$ cat src/hdl/ibs_pkg.sv
// Package of constants and types for the bus status flag block.
package ibs_pkg;

  // ----------------------------------------------------------------
  // Register map
  // ----------------------------------------------------------------
  // The printed offset is not a multiple of four, so every offset here is a word index.
  // The byte address on the register bus is four times the index.
  localparam logic [15:0] BUS_STATUS_0_OFFS = 16'hFFAA;
  localparam logic [15:0] CTRL_OFFS = 16'hFF80;
  localparam logic [15:0] EVENT_OFFS = 16'hFF84;
  localparam logic [15:0] IRQ_STATUS_OFFS = 16'hFF88;
  localparam logic [15:0] IRQ_MASK_OFFS = 16'hFF8C;
  localparam logic [15:0] OWN_ADDR_OFFS = 16'hFF90;
  localparam logic [15:0] BIT_ACCESS_OFFS = 16'hFF94;

  // ----------------------------------------------------------------
  // Field positions and reset values
  // ----------------------------------------------------------------
  localparam int MASTER_BIT = 7;
  localparam int ARB_BIT = 6;
  localparam int EXT_BIT = 5;
  localparam int MATCH_BIT = 4;
  localparam logic [7:0] STATUS_RESET = 8'h00;
  localparam logic [3:0] EXT_CODE_LOW = 4'h0;
  localparam logic [3:0] EXT_CODE_HIGH = 4'hF;
  localparam logic [6:0] OWN_ADDR_RESET = 7'h00;
  localparam logic [3:0] IRQ_RESET = 4'h0;
  localparam logic [1:0] RESP_OKAY = 2'b00;
  localparam logic [1:0] RESP_SLVERR = 2'b10;

  // ----------------------------------------------------------------
  // Bus events from the serial engine
  // ----------------------------------------------------------------
  typedef struct packed {
    logic start_gen;
    logic start_det;
    logic stop_det;
    logic arb_lost;
    logic addr_byte_done;
    logic [7:0] addr_byte;
  } ibs_bus_event_type;

endpackage

$ cat src/hdl/ibs_status_flags.sv
// Status flags of the upper status register half, with an AXI4-Lite slave.
//
// Design decision made here: the AXI4-Lite slave port.
`timescale 1ns/1ps
// ----------------------------------------------------------------
// Notes on behaviour
// (RULE1) Status byte at FFAA: bits 7..4 master, arbitration, extension, match.
// (RULE2) Reset clears the whole status byte to zero.
// (RULE3) Software reads only by bit or byte, with trigger set and in wait.
// (RULE4) Software must not read while address wakeup is enabled in stop.
// (RULE5) After wakeup enable falls, flags freeze until next start or stop.
// (RULE6) With wakeup, software enables stop interrupt and reads after it.
// (RULE7) Master flag sets on generated start; clears on stop, loss, exit, disable.
// (RULE8) Arbitration loss sets its flag and clears master flag together.
// (RULE9) Arbitration flag clears after status read, on disable, on reset.
// (RULE10) A bit access to any other status bit clears arbitration flag.
// (RULE11) Software reads arbitration flag before touching other status bits.
// (RULE12) Extension flag sets at eighth clock when address nibble is 0000 or 1111.
// (RULE13) Extension flag clears on start, stop, exit, disable, reset.
// (RULE14) Match flag sets at eighth clock on own address; clears like extension.
// (RULE15) All flags stay zero while the unit is disabled.
// ----------------------------------------------------------------
module ibs_status_flags (
  input wire logic core_clk,
  input wire logic sys_rst,
  input wire ibs_pkg::ibs_bus_event_type bus_event,
  input wire logic start_trigger,
  input wire logic in_wait,
  input wire logic [17:0] s_axi_awaddr,
  input wire logic s_axi_awvalid,
  output logic s_axi_awready,
  input wire logic [31:0] s_axi_wdata,
  input wire logic [3:0] s_axi_wstrb,
  input wire logic s_axi_wvalid,
  output logic s_axi_wready,
  output logic [1:0] s_axi_bresp,
  output logic s_axi_bvalid,
  input wire logic s_axi_bready,
  input wire logic [17:0] s_axi_araddr,
  input wire logic s_axi_arvalid,
  output logic s_axi_arready,
  output logic [31:0] s_axi_rdata,
  output logic [1:0] s_axi_rresp,
  output logic s_axi_rvalid,
  input wire logic s_axi_rready,
  output logic bus_irq
);
  import ibs_pkg::*;

  // ----------------------------------------------------------------
  // Control registers
  // ----------------------------------------------------------------
  logic unit_enable_q;
  logic addr_wakeup_enable_q;
  logic stop_irq_enable_q;
  logic [6:0] own_slave_address_q;
  logic [3:0] irq_status_q;
  logic [3:0] irq_mask_q;
  logic master_active_flag_q;
  logic arb_lost_flag_q;
  logic ext_code_flag_q;
  logic addr_match_flag_q;
  logic freeze_q;
  logic unit_enable_d;
  logic wakeup_d;
  logic comm_exit;
  logic enable_fall;
  logic [3:0] flag_set;

  // ----------------------------------------------------------------
  // AXI4-Lite slave
  // ----------------------------------------------------------------
  logic aw_held_q;
  logic w_held_q;
  logic [15:0] awaddr_q;
  logic [31:0] wdata_q;
  logic [3:0] wstrb_q;
  logic wr_fire;
  logic rd_fire;
  logic status_read;
  logic bit_access;
  logic [7:0] status_byte;

  // ----------------------------------------------------------------
  // Address decode
  // ----------------------------------------------------------------
  // Every register is one aligned word, so the two low byte-address bits are dropped.
  // What remains is the word index that the offsets name.
  logic [15:0] ar_index;
  assign ar_index = s_axi_araddr[17:2];

  assign wr_fire = aw_held_q && w_held_q && !s_axi_bvalid;
  assign rd_fire = s_axi_arvalid && s_axi_arready;
  assign status_byte = {master_active_flag_q, arb_lost_flag_q, ext_code_flag_q,
                        addr_match_flag_q, 4'h0}; // RULE1

  always_ff @(posedge core_clk) begin
    if (sys_rst) begin
      aw_held_q <= 1'b0;
      w_held_q <= 1'b0;
      awaddr_q <= 16'h0000;
      wdata_q <= 32'h00000000;
      wstrb_q <= 4'h0;
      s_axi_awready <= 1'b0;
      s_axi_wready <= 1'b0;
      s_axi_bvalid <= 1'b0;
      s_axi_bresp <= RESP_OKAY;
    end else begin
      // The readies pulse on alternate idle cycles.
      // A master must hold its valid until it sees one high.
      s_axi_awready <= !aw_held_q && !s_axi_awready;
      s_axi_wready <= !w_held_q && !s_axi_wready;
      if (s_axi_awvalid && s_axi_awready) begin
        aw_held_q <= 1'b1;
        // The write address is kept as a word index as well.
        awaddr_q <= s_axi_awaddr[17:2];
        s_axi_awready <= 1'b0;
      end
      if (s_axi_wvalid && s_axi_wready) begin
        w_held_q <= 1'b1;
        wdata_q <= s_axi_wdata;
        wstrb_q <= s_axi_wstrb;
        s_axi_wready <= 1'b0;
      end
      if (wr_fire) begin
        aw_held_q <= 1'b0;
        w_held_q <= 1'b0;
        s_axi_bvalid <= 1'b1;
        case (awaddr_q)
          CTRL_OFFS, IRQ_STATUS_OFFS, IRQ_MASK_OFFS, OWN_ADDR_OFFS, BIT_ACCESS_OFFS:
            s_axi_bresp <= RESP_OKAY;
          default: s_axi_bresp <= RESP_SLVERR;
        endcase
      end else if (s_axi_bvalid && s_axi_bready) begin
        s_axi_bvalid <= 1'b0;
      end
    end
  end

  // Control writes; only byte lane 0 carries bits.
  always_ff @(posedge core_clk) begin
    if (sys_rst) begin
      unit_enable_q <= 1'b0;
      addr_wakeup_enable_q <= 1'b0;
      stop_irq_enable_q <= 1'b0;
      own_slave_address_q <= OWN_ADDR_RESET;
      irq_mask_q <= IRQ_RESET;
    end else if (wr_fire && wstrb_q[0]) begin
      case (awaddr_q)
        CTRL_OFFS: begin
          unit_enable_q <= wdata_q[0];
          addr_wakeup_enable_q <= wdata_q[1];
          stop_irq_enable_q <= wdata_q[2];
        end
        IRQ_MASK_OFFS: irq_mask_q <= wdata_q[3:0];
        OWN_ADDR_OFFS: own_slave_address_q <= wdata_q[6:0];
        default: ;
      endcase
    end
  end

  // Leaving communication is a write pulse, not stored state.
  assign comm_exit = wr_fire && wstrb_q[0] && (awaddr_q == CTRL_OFFS) && wdata_q[3];

  // A single-bit access names a bit of the status byte through a write to this offset; no bit value comes back.
  // Only the low three data bits name the bit; the other bits are ignored.
  assign bit_access = wr_fire && wstrb_q[0] && (awaddr_q == BIT_ACCESS_OFFS);

  always_ff @(posedge core_clk) begin
    if (sys_rst) begin
      s_axi_arready <= 1'b0;
      s_axi_rvalid <= 1'b0;
      s_axi_rdata <= 32'h00000000;
      s_axi_rresp <= RESP_OKAY;
    end else begin
      s_axi_arready <= !s_axi_rvalid && !s_axi_arready;
      if (rd_fire) begin
        s_axi_arready <= 1'b0;
        s_axi_rvalid <= 1'b1;
        s_axi_rresp <= RESP_OKAY;
        case (ar_index)
          BUS_STATUS_0_OFFS: s_axi_rdata <= {24'h000000, status_byte};
          CTRL_OFFS: s_axi_rdata <= {28'h0000000, 1'b0, stop_irq_enable_q,
                                     addr_wakeup_enable_q, unit_enable_q};
          EVENT_OFFS: s_axi_rdata <= {30'h0, start_trigger, in_wait};
          IRQ_STATUS_OFFS: s_axi_rdata <= {28'h0000000, irq_status_q};
          IRQ_MASK_OFFS: s_axi_rdata <= {28'h0000000, irq_mask_q};
          OWN_ADDR_OFFS: s_axi_rdata <= {25'h0, own_slave_address_q};
          default: begin
            s_axi_rdata <= 32'h00000000;
            s_axi_rresp <= RESP_SLVERR;
          end
        endcase
      end else if (s_axi_rvalid && s_axi_rready) begin
        s_axi_rvalid <= 1'b0;
      end
    end
  end

  // The read clears on the take, so the data word still shows the flag as it stood.
  assign status_read = rd_fire && (ar_index == BUS_STATUS_0_OFFS);

  // ----------------------------------------------------------------
  // Flag logic
  // ----------------------------------------------------------------
  // The wakeup enable is compared with its value one cycle earlier, so the freeze
  // starts one cycle after the fall; a set in that very cycle still lands.
  always_ff @(posedge core_clk) begin
    if (sys_rst) begin
      unit_enable_d <= 1'b0;
      wakeup_d <= 1'b0;
      freeze_q <= 1'b0;
    end else begin
      unit_enable_d <= unit_enable_q;
      wakeup_d <= addr_wakeup_enable_q;
      if (bus_event.start_det || bus_event.stop_det || !unit_enable_q) begin
        freeze_q <= 1'b0; // RULE5
      end else if (wakeup_d && !addr_wakeup_enable_q) begin
        freeze_q <= 1'b1; // RULE5
      end
    end
  end

  // The fall is also covered by the disabled level; the edge term keeps the intent visible.
  assign enable_fall = unit_enable_d && !unit_enable_q;

  // Master flag: loss wins over a start in the same cycle.
  always_ff @(posedge core_clk) begin
    if (sys_rst || !unit_enable_q || enable_fall) begin
      master_active_flag_q <= 1'b0; // RULE7 RULE15
    end else if (bus_event.stop_det || bus_event.arb_lost || comm_exit) begin
      master_active_flag_q <= 1'b0; // RULE7 RULE8
    end else if (bus_event.start_gen && !freeze_q) begin
      master_active_flag_q <= 1'b1; // RULE7
    end
  end

  // A loss in the same cycle as the clearing read is kept.
  always_ff @(posedge core_clk) begin
    if (sys_rst || !unit_enable_q || enable_fall) begin
      arb_lost_flag_q <= 1'b0; // RULE2 RULE9 RULE15
    end else if (bus_event.arb_lost && !freeze_q) begin
      arb_lost_flag_q <= 1'b1; // RULE8
    end else if (status_read) begin
      arb_lost_flag_q <= 1'b0; // RULE9
    end else if (bit_access && wdata_q[2:0] != 3'(ARB_BIT)) begin
      arb_lost_flag_q <= 1'b0; // RULE10
    end
  end

  always_ff @(posedge core_clk) begin
    if (sys_rst || !unit_enable_q || enable_fall) begin
      ext_code_flag_q <= 1'b0; // RULE13 RULE15
    end else if (bus_event.start_det || bus_event.stop_det || comm_exit) begin
      ext_code_flag_q <= 1'b0; // RULE13
    end else if (bus_event.addr_byte_done && !freeze_q &&
                 (bus_event.addr_byte[7:4] == EXT_CODE_LOW ||
                  bus_event.addr_byte[7:4] == EXT_CODE_HIGH)) begin
      ext_code_flag_q <= 1'b1; // RULE12
    end
  end

  always_ff @(posedge core_clk) begin
    if (sys_rst || !unit_enable_q || enable_fall) begin
      addr_match_flag_q <= 1'b0; // RULE14 RULE15
    end else if (bus_event.start_det || bus_event.stop_det || comm_exit) begin
      addr_match_flag_q <= 1'b0; // RULE14
    end else if (bus_event.addr_byte_done && !freeze_q &&
                 bus_event.addr_byte[7:1] == own_slave_address_q) begin
      addr_match_flag_q <= 1'b1; // RULE14
    end
  end

  // ----------------------------------------------------------------
  // Interrupts
  // ----------------------------------------------------------------
  // Events: bit 0 stop (gated by its enable), 1 loss, 2 extension, 3 match.
  assign flag_set = {bus_event.addr_byte_done && !freeze_q &&
                     bus_event.addr_byte[7:1] == own_slave_address_q,
                     bus_event.addr_byte_done && !freeze_q &&
                     (bus_event.addr_byte[7:4] == EXT_CODE_LOW ||
                      bus_event.addr_byte[7:4] == EXT_CODE_HIGH),
                     bus_event.arb_lost && !freeze_q,
                     bus_event.stop_det && stop_irq_enable_q} & {4{unit_enable_q}};

  // Set wins over a write-one clear in the same cycle.
  always_ff @(posedge core_clk) begin
    if (sys_rst) begin
      irq_status_q <= IRQ_RESET;
    end else if (wr_fire && wstrb_q[0] && awaddr_q == IRQ_STATUS_OFFS) begin
      irq_status_q <= (irq_status_q & ~wdata_q[3:0]) | flag_set;
    end else begin
      irq_status_q <= irq_status_q | flag_set;
    end
  end

  // The request lags the status bit by one cycle so that the pin comes from a flip-flop.
  always_ff @(posedge core_clk) begin
    if (sys_rst) begin
      bus_irq <= 1'b0;
    end else begin
      bus_irq <= |(irq_status_q & irq_mask_q);
    end
  end

endmodule // ibs_status_flags

$ cat config.mk
export PLATFORM = sky130hd
export DESIGN_NAME = ibs_status_flags
export DESIGN_NICKNAME = d
export VERILOG_FILES = /design/src/hdl/ibs_pkg.sv /design/src/hdl/ibs_status_flags.sv
export SDC_FILE = /design/constraint.sdc
export NUM_CORES = 1
export LEC_CHECK = 0
export BUFFER_PORTS_ARGS = -buffer_cell sky130_fd_sc_hd__buf_2
export CORE_UTILIZATION = 51
export CTS_CLUSTER_DIAMETER = 120
export DETAILED_ROUTE_END_ITERATION = 8
export PLACE_DENSITY = 0.89
export SYNTH_ARGS = -nofsm -noshare
export SYNTH_HDL_FRONTEND = slang
export SYNTH_SLANG_ARGS = --single-unit
$ cat constraint.sdc
create_clock -name core_clk -period 3.7 [get_ports core_clk]
set_clock_uncertainty 0.05 [all_clocks]
set_input_delay 0.74 -clock core_clk [delete_from_list [all_inputs] [get_ports core_clk]]
set_output_delay 0.74 -clock core_clk [all_outputs]
set_load 0.01 [all_outputs]
==> run_results.csv <==
group,metric,value,unit
grt,grt_use_total,0.231,
pwr,power.switching,0.378,mW
routing,ant_nets,0,
finish,diodes,0,
floorplanning,rows,27,
clock_network,clk_latency,340,ps
yosys,yosys_register_bits,66,
yosys,netlist-cell-type-count,51,
floorplanning,start_util,0.544,
clock_network,numCtsBuffers,9,
yosys,synth_area_leader_cell,"dfxtp_1",
grt,grt_max_degree,59,
critical_path,critPathMaxStageDelay,660,ps
clock_network,clk_pin_slew_worst_paths,70,ps
critical_path,critPathCapture,"s_axi_rdata[1]",
critical_path,ff2ff_setup_slack,1630,ps
critical_path,critPathKind,"input pin to flip-flop",
grt,use_met3,0.0697,
yosys,synthMostInstantiatedCell,"dfxtp_1",
pwr,combinationalPowerShare,0.076,
job,drv_cap,0,
yosys,synth_edf_count,0,
clock_network,cts_sinks,66,
timing,relSlewSlack,0.327,
place,portBuffers,76,
critical_path,critPathCaptureType,"flip-flop",
yosys,synth-seq-area-share,0.430,
yosys,netlist.area_leader.share,0.430,
grt,antenna_found_initial,0,
routing,dr.pass1.iters,4,
timing,hold_viol_final,0,
finish,num-nets-final,524,
routing,detail_route.wl_per_cell,13.6,um
yosys,syn_avg_cell_area,8.62,um2
grt,grt_pass1_vias,2458,
grt,top_usage_layer,"met2",
pwr,power_leakage,1.47,nW
clock_network,h-tree-depth,3,
clock_network,hold_buffers,0,
yosys,synthCells,356,
critical_path,cp-startpoint,"s_axi_araddr[2]",
routing,wl,6900,um
timing,tightest_slew,1010,ps
routing,viasPerCell,5.42,
finish,drive_above_1_share,0.237,
finish,synthToLayoutAreaGrowth,18.2,%
timing,rsz0062_at_grt,"no",
critical_path,cp.buffers_inverters,1,
timing,drv_slew,0,
pwr,clockPowerShare,0.457,
place,place.gp.congestion,0.923,
grt,met2_usage,0.357,
pwr,vdd_drop_max,0.320,mV
floorplanning,core-area,0.00564,mm2
timing,fmax,460,MHz
yosys,async_flop_share,0,
timing,fin_setup_tns,0,ps
routing,drt_iter0_markers,128,
critical_path,crit_required,3940,ps
timing,period_minus_slack,2180,ps
min_path,min_path_type,"flip-flop to flip-flop",
pwr,pwr-share-seq,0.467,
critical_path,crit_cells,6,
place,dpl.hpwl,5070,um
yosys,synth_area_leaders,"dfxtp_1 (43%), nand2_1 (6.8%), a21oi_1 (6.5%)",
yosys,synth.top_cells.by_count,"dfxtp_1 (66), nand2_1 (56), a21oi_1 (40), buf_4 (26), nor2_1 (22)",
place,place_area,0.00339,mm2
yosys,yosysWarnings,0,
critical_path,rr_worst_depth,5,
critical_path,crit_family,"simple AND/OR/NAND/NOR gates",
critical_path,start_kind,"input pin",
critical_path,path_max_fanout,6,
routing,drc,0,
floorplanning,ios,136,
routing,vias,2750,
critical_path,rr_endpoint,"irq_status_q[1]",
yosys,syn-cell-area,0.00307,mm2
clock_network,clockBufferDepth,2,
pwr,power_density,442,mW/mm2
timing,post-route-period-util,0.588,
grt,grtUsageMet1,0.287,
critical_path,arrival,2420,ps
critical_path,cp_slowest_cell,"or4b_2",
clock_network,cts_resized,0,
outcome,status,"complete, no violations",
floorplanning,die_area,0.00633,mm2
clock_network,cts_root_buffer,"clkbuf_8",
critical_path,crit_chain,"buf_2 > nand4b_1 > nor3_1 > or4b_2 > a21oi_1 > a21o_1",
yosys,synthFlopType,"dfxtp_1",
grt,grt_pass1_wl,11300,um
floorplanning,die_h,79.6,um
grt,grt-ovfl-total,0,
timing,setup_viol,0,
clock_network,cts_setup_buffers,0,
pwr,switching_share,0.236,
pwr,internal_power,1.23,mW
critical_path,r2r-start,"s_axi_bvalid",
clock_network,cts_tree,"yes",
finish,finalInstanceArea,0.00363,mm2
floorplanning,die_x,79.6,um
[through the flow]
| step | setup slack (ps) | total power, mW | std cells | util | hold slack [ps] |
|---|---|---|---|---|---|
| after CTS | 1530 | 1.61 | 507 | 0.643 | 405 |
| after global placement | 1150 | 0.880 | 491 | 0.601 | 380 |
| final | 1520 | 1.60 | 507 | 0.643 | 402 |
| after detailed placement | 1180 | 0.885 | 491 | 0.601 | 388 |
| after floorplan | 1480 | 0.850 | 381 | - | 385 |
| after global routing | 1450 | 1.66 | 507 | 0.643 | 425 |
[power by group through the flow]
stage	clock [mW]	sequential [mW]	combinational [mW]
after floorplan	0	0.760	0.0900
after global placement	0	0.763	0.117
after detailed placement	0	0.765	0.120
after CTS	0.741	0.748	0.122
after global routing	0.770	0.751	0.137
final	0.733	0.749	0.122
[worst min path at each step]
| stage | slack (ps) | endpoint | start | depth (start not counted) |
|---|---|---|---|---|
| 2_1_floorplan | 390 | addr_match_flag_q | addr_match_flag_q | 2 |
| 3_3_place_gp | 380 | s_axi_arready | s_axi_rvalid | 1 |
| 3_5_place_dp | 390 | s_axi_rdata[1] | s_axi_rdata[1] | 1 |
| 4_1_cts | 410 | s_axi_rdata[1] | s_axi_rdata[1] | 1 |
| 5_1_grt | 420 | s_axi_rdata[1] | s_axi_rdata[1] | 1 |
| 6_report | 400 | s_axi_arready | s_axi_rvalid | 1 |
[logic make-up after synthesis]
kind of cell           Yosys count  share of synthesized area
other                            1                    0.00122
AO/OA/AOI/OAI                   70                      0.135
multiplexers                    17                     0.0554
flip-flops                      66                      0.430
XOR/XNOR                         7                     0.0200
AND/OR/NAND/NOR                149                      0.267
buffers and inverters           46                     0.0909
[cell usage in the layout (no fill, tap or decap), types with 2 or more instances in the layout]
master     synthesis  final
bufinv_16          0      3
a21oi_1           40     40
a31o_2             2      2
a211oi_1           2      2
nor3_1            12     12
and3_1             2      2
clkinv_2           0      2
a311oi_1           3      3
nor2_1            22     22
nand3_1           11     11
inv_1              7      7
nand4_1            5      5
nand2_1           56     56
or3_1              3      3
nand2b_1           2      2
a31oi_1            3      3
clkbuf_8           0      9
and2_1             2      2
xor2_1             7      7
nand4b_1           2      2
o21ai_0            7      7
mux2i_1           17     17
nor4_1             5      5
and4_1             3      3
nand3b_1           5      5
or4_1              3      3
buf_2              1     76
or4_4              2      2
conb_1             1     26
dfxtp_1           66     66
a22oi_1            5      5
nor3b_1            3      3
[sequential cells by signal, indices dropped and copies added, names as in the netlist, 4 cells and up]
register             flops
awaddr_q                16
s_axi_rdata              8
own_slave_address_q      7
wdata_q                  7
irq_mask_q               4
irq_status_q             4
[metal layers]
metal	part of all wire	wire, um	up-vias
met5	0	0	-
met4	0.023	157	0
met3	0.069	478	15
met2	0.46	3160	117
met1	0.45	3100	1250
li1	-	-	1368
[layout make-up]
class	count	area, um2
fill	471	2010
timing repair buffer	77	388
clock inverter	7	116
multi-input combinational	269	1560
inverter	7	26.3
tap	72	90.1
clock buffer	9	124
sequential	66	1320
Note: power is estimated with default switching activity, not from simulation.
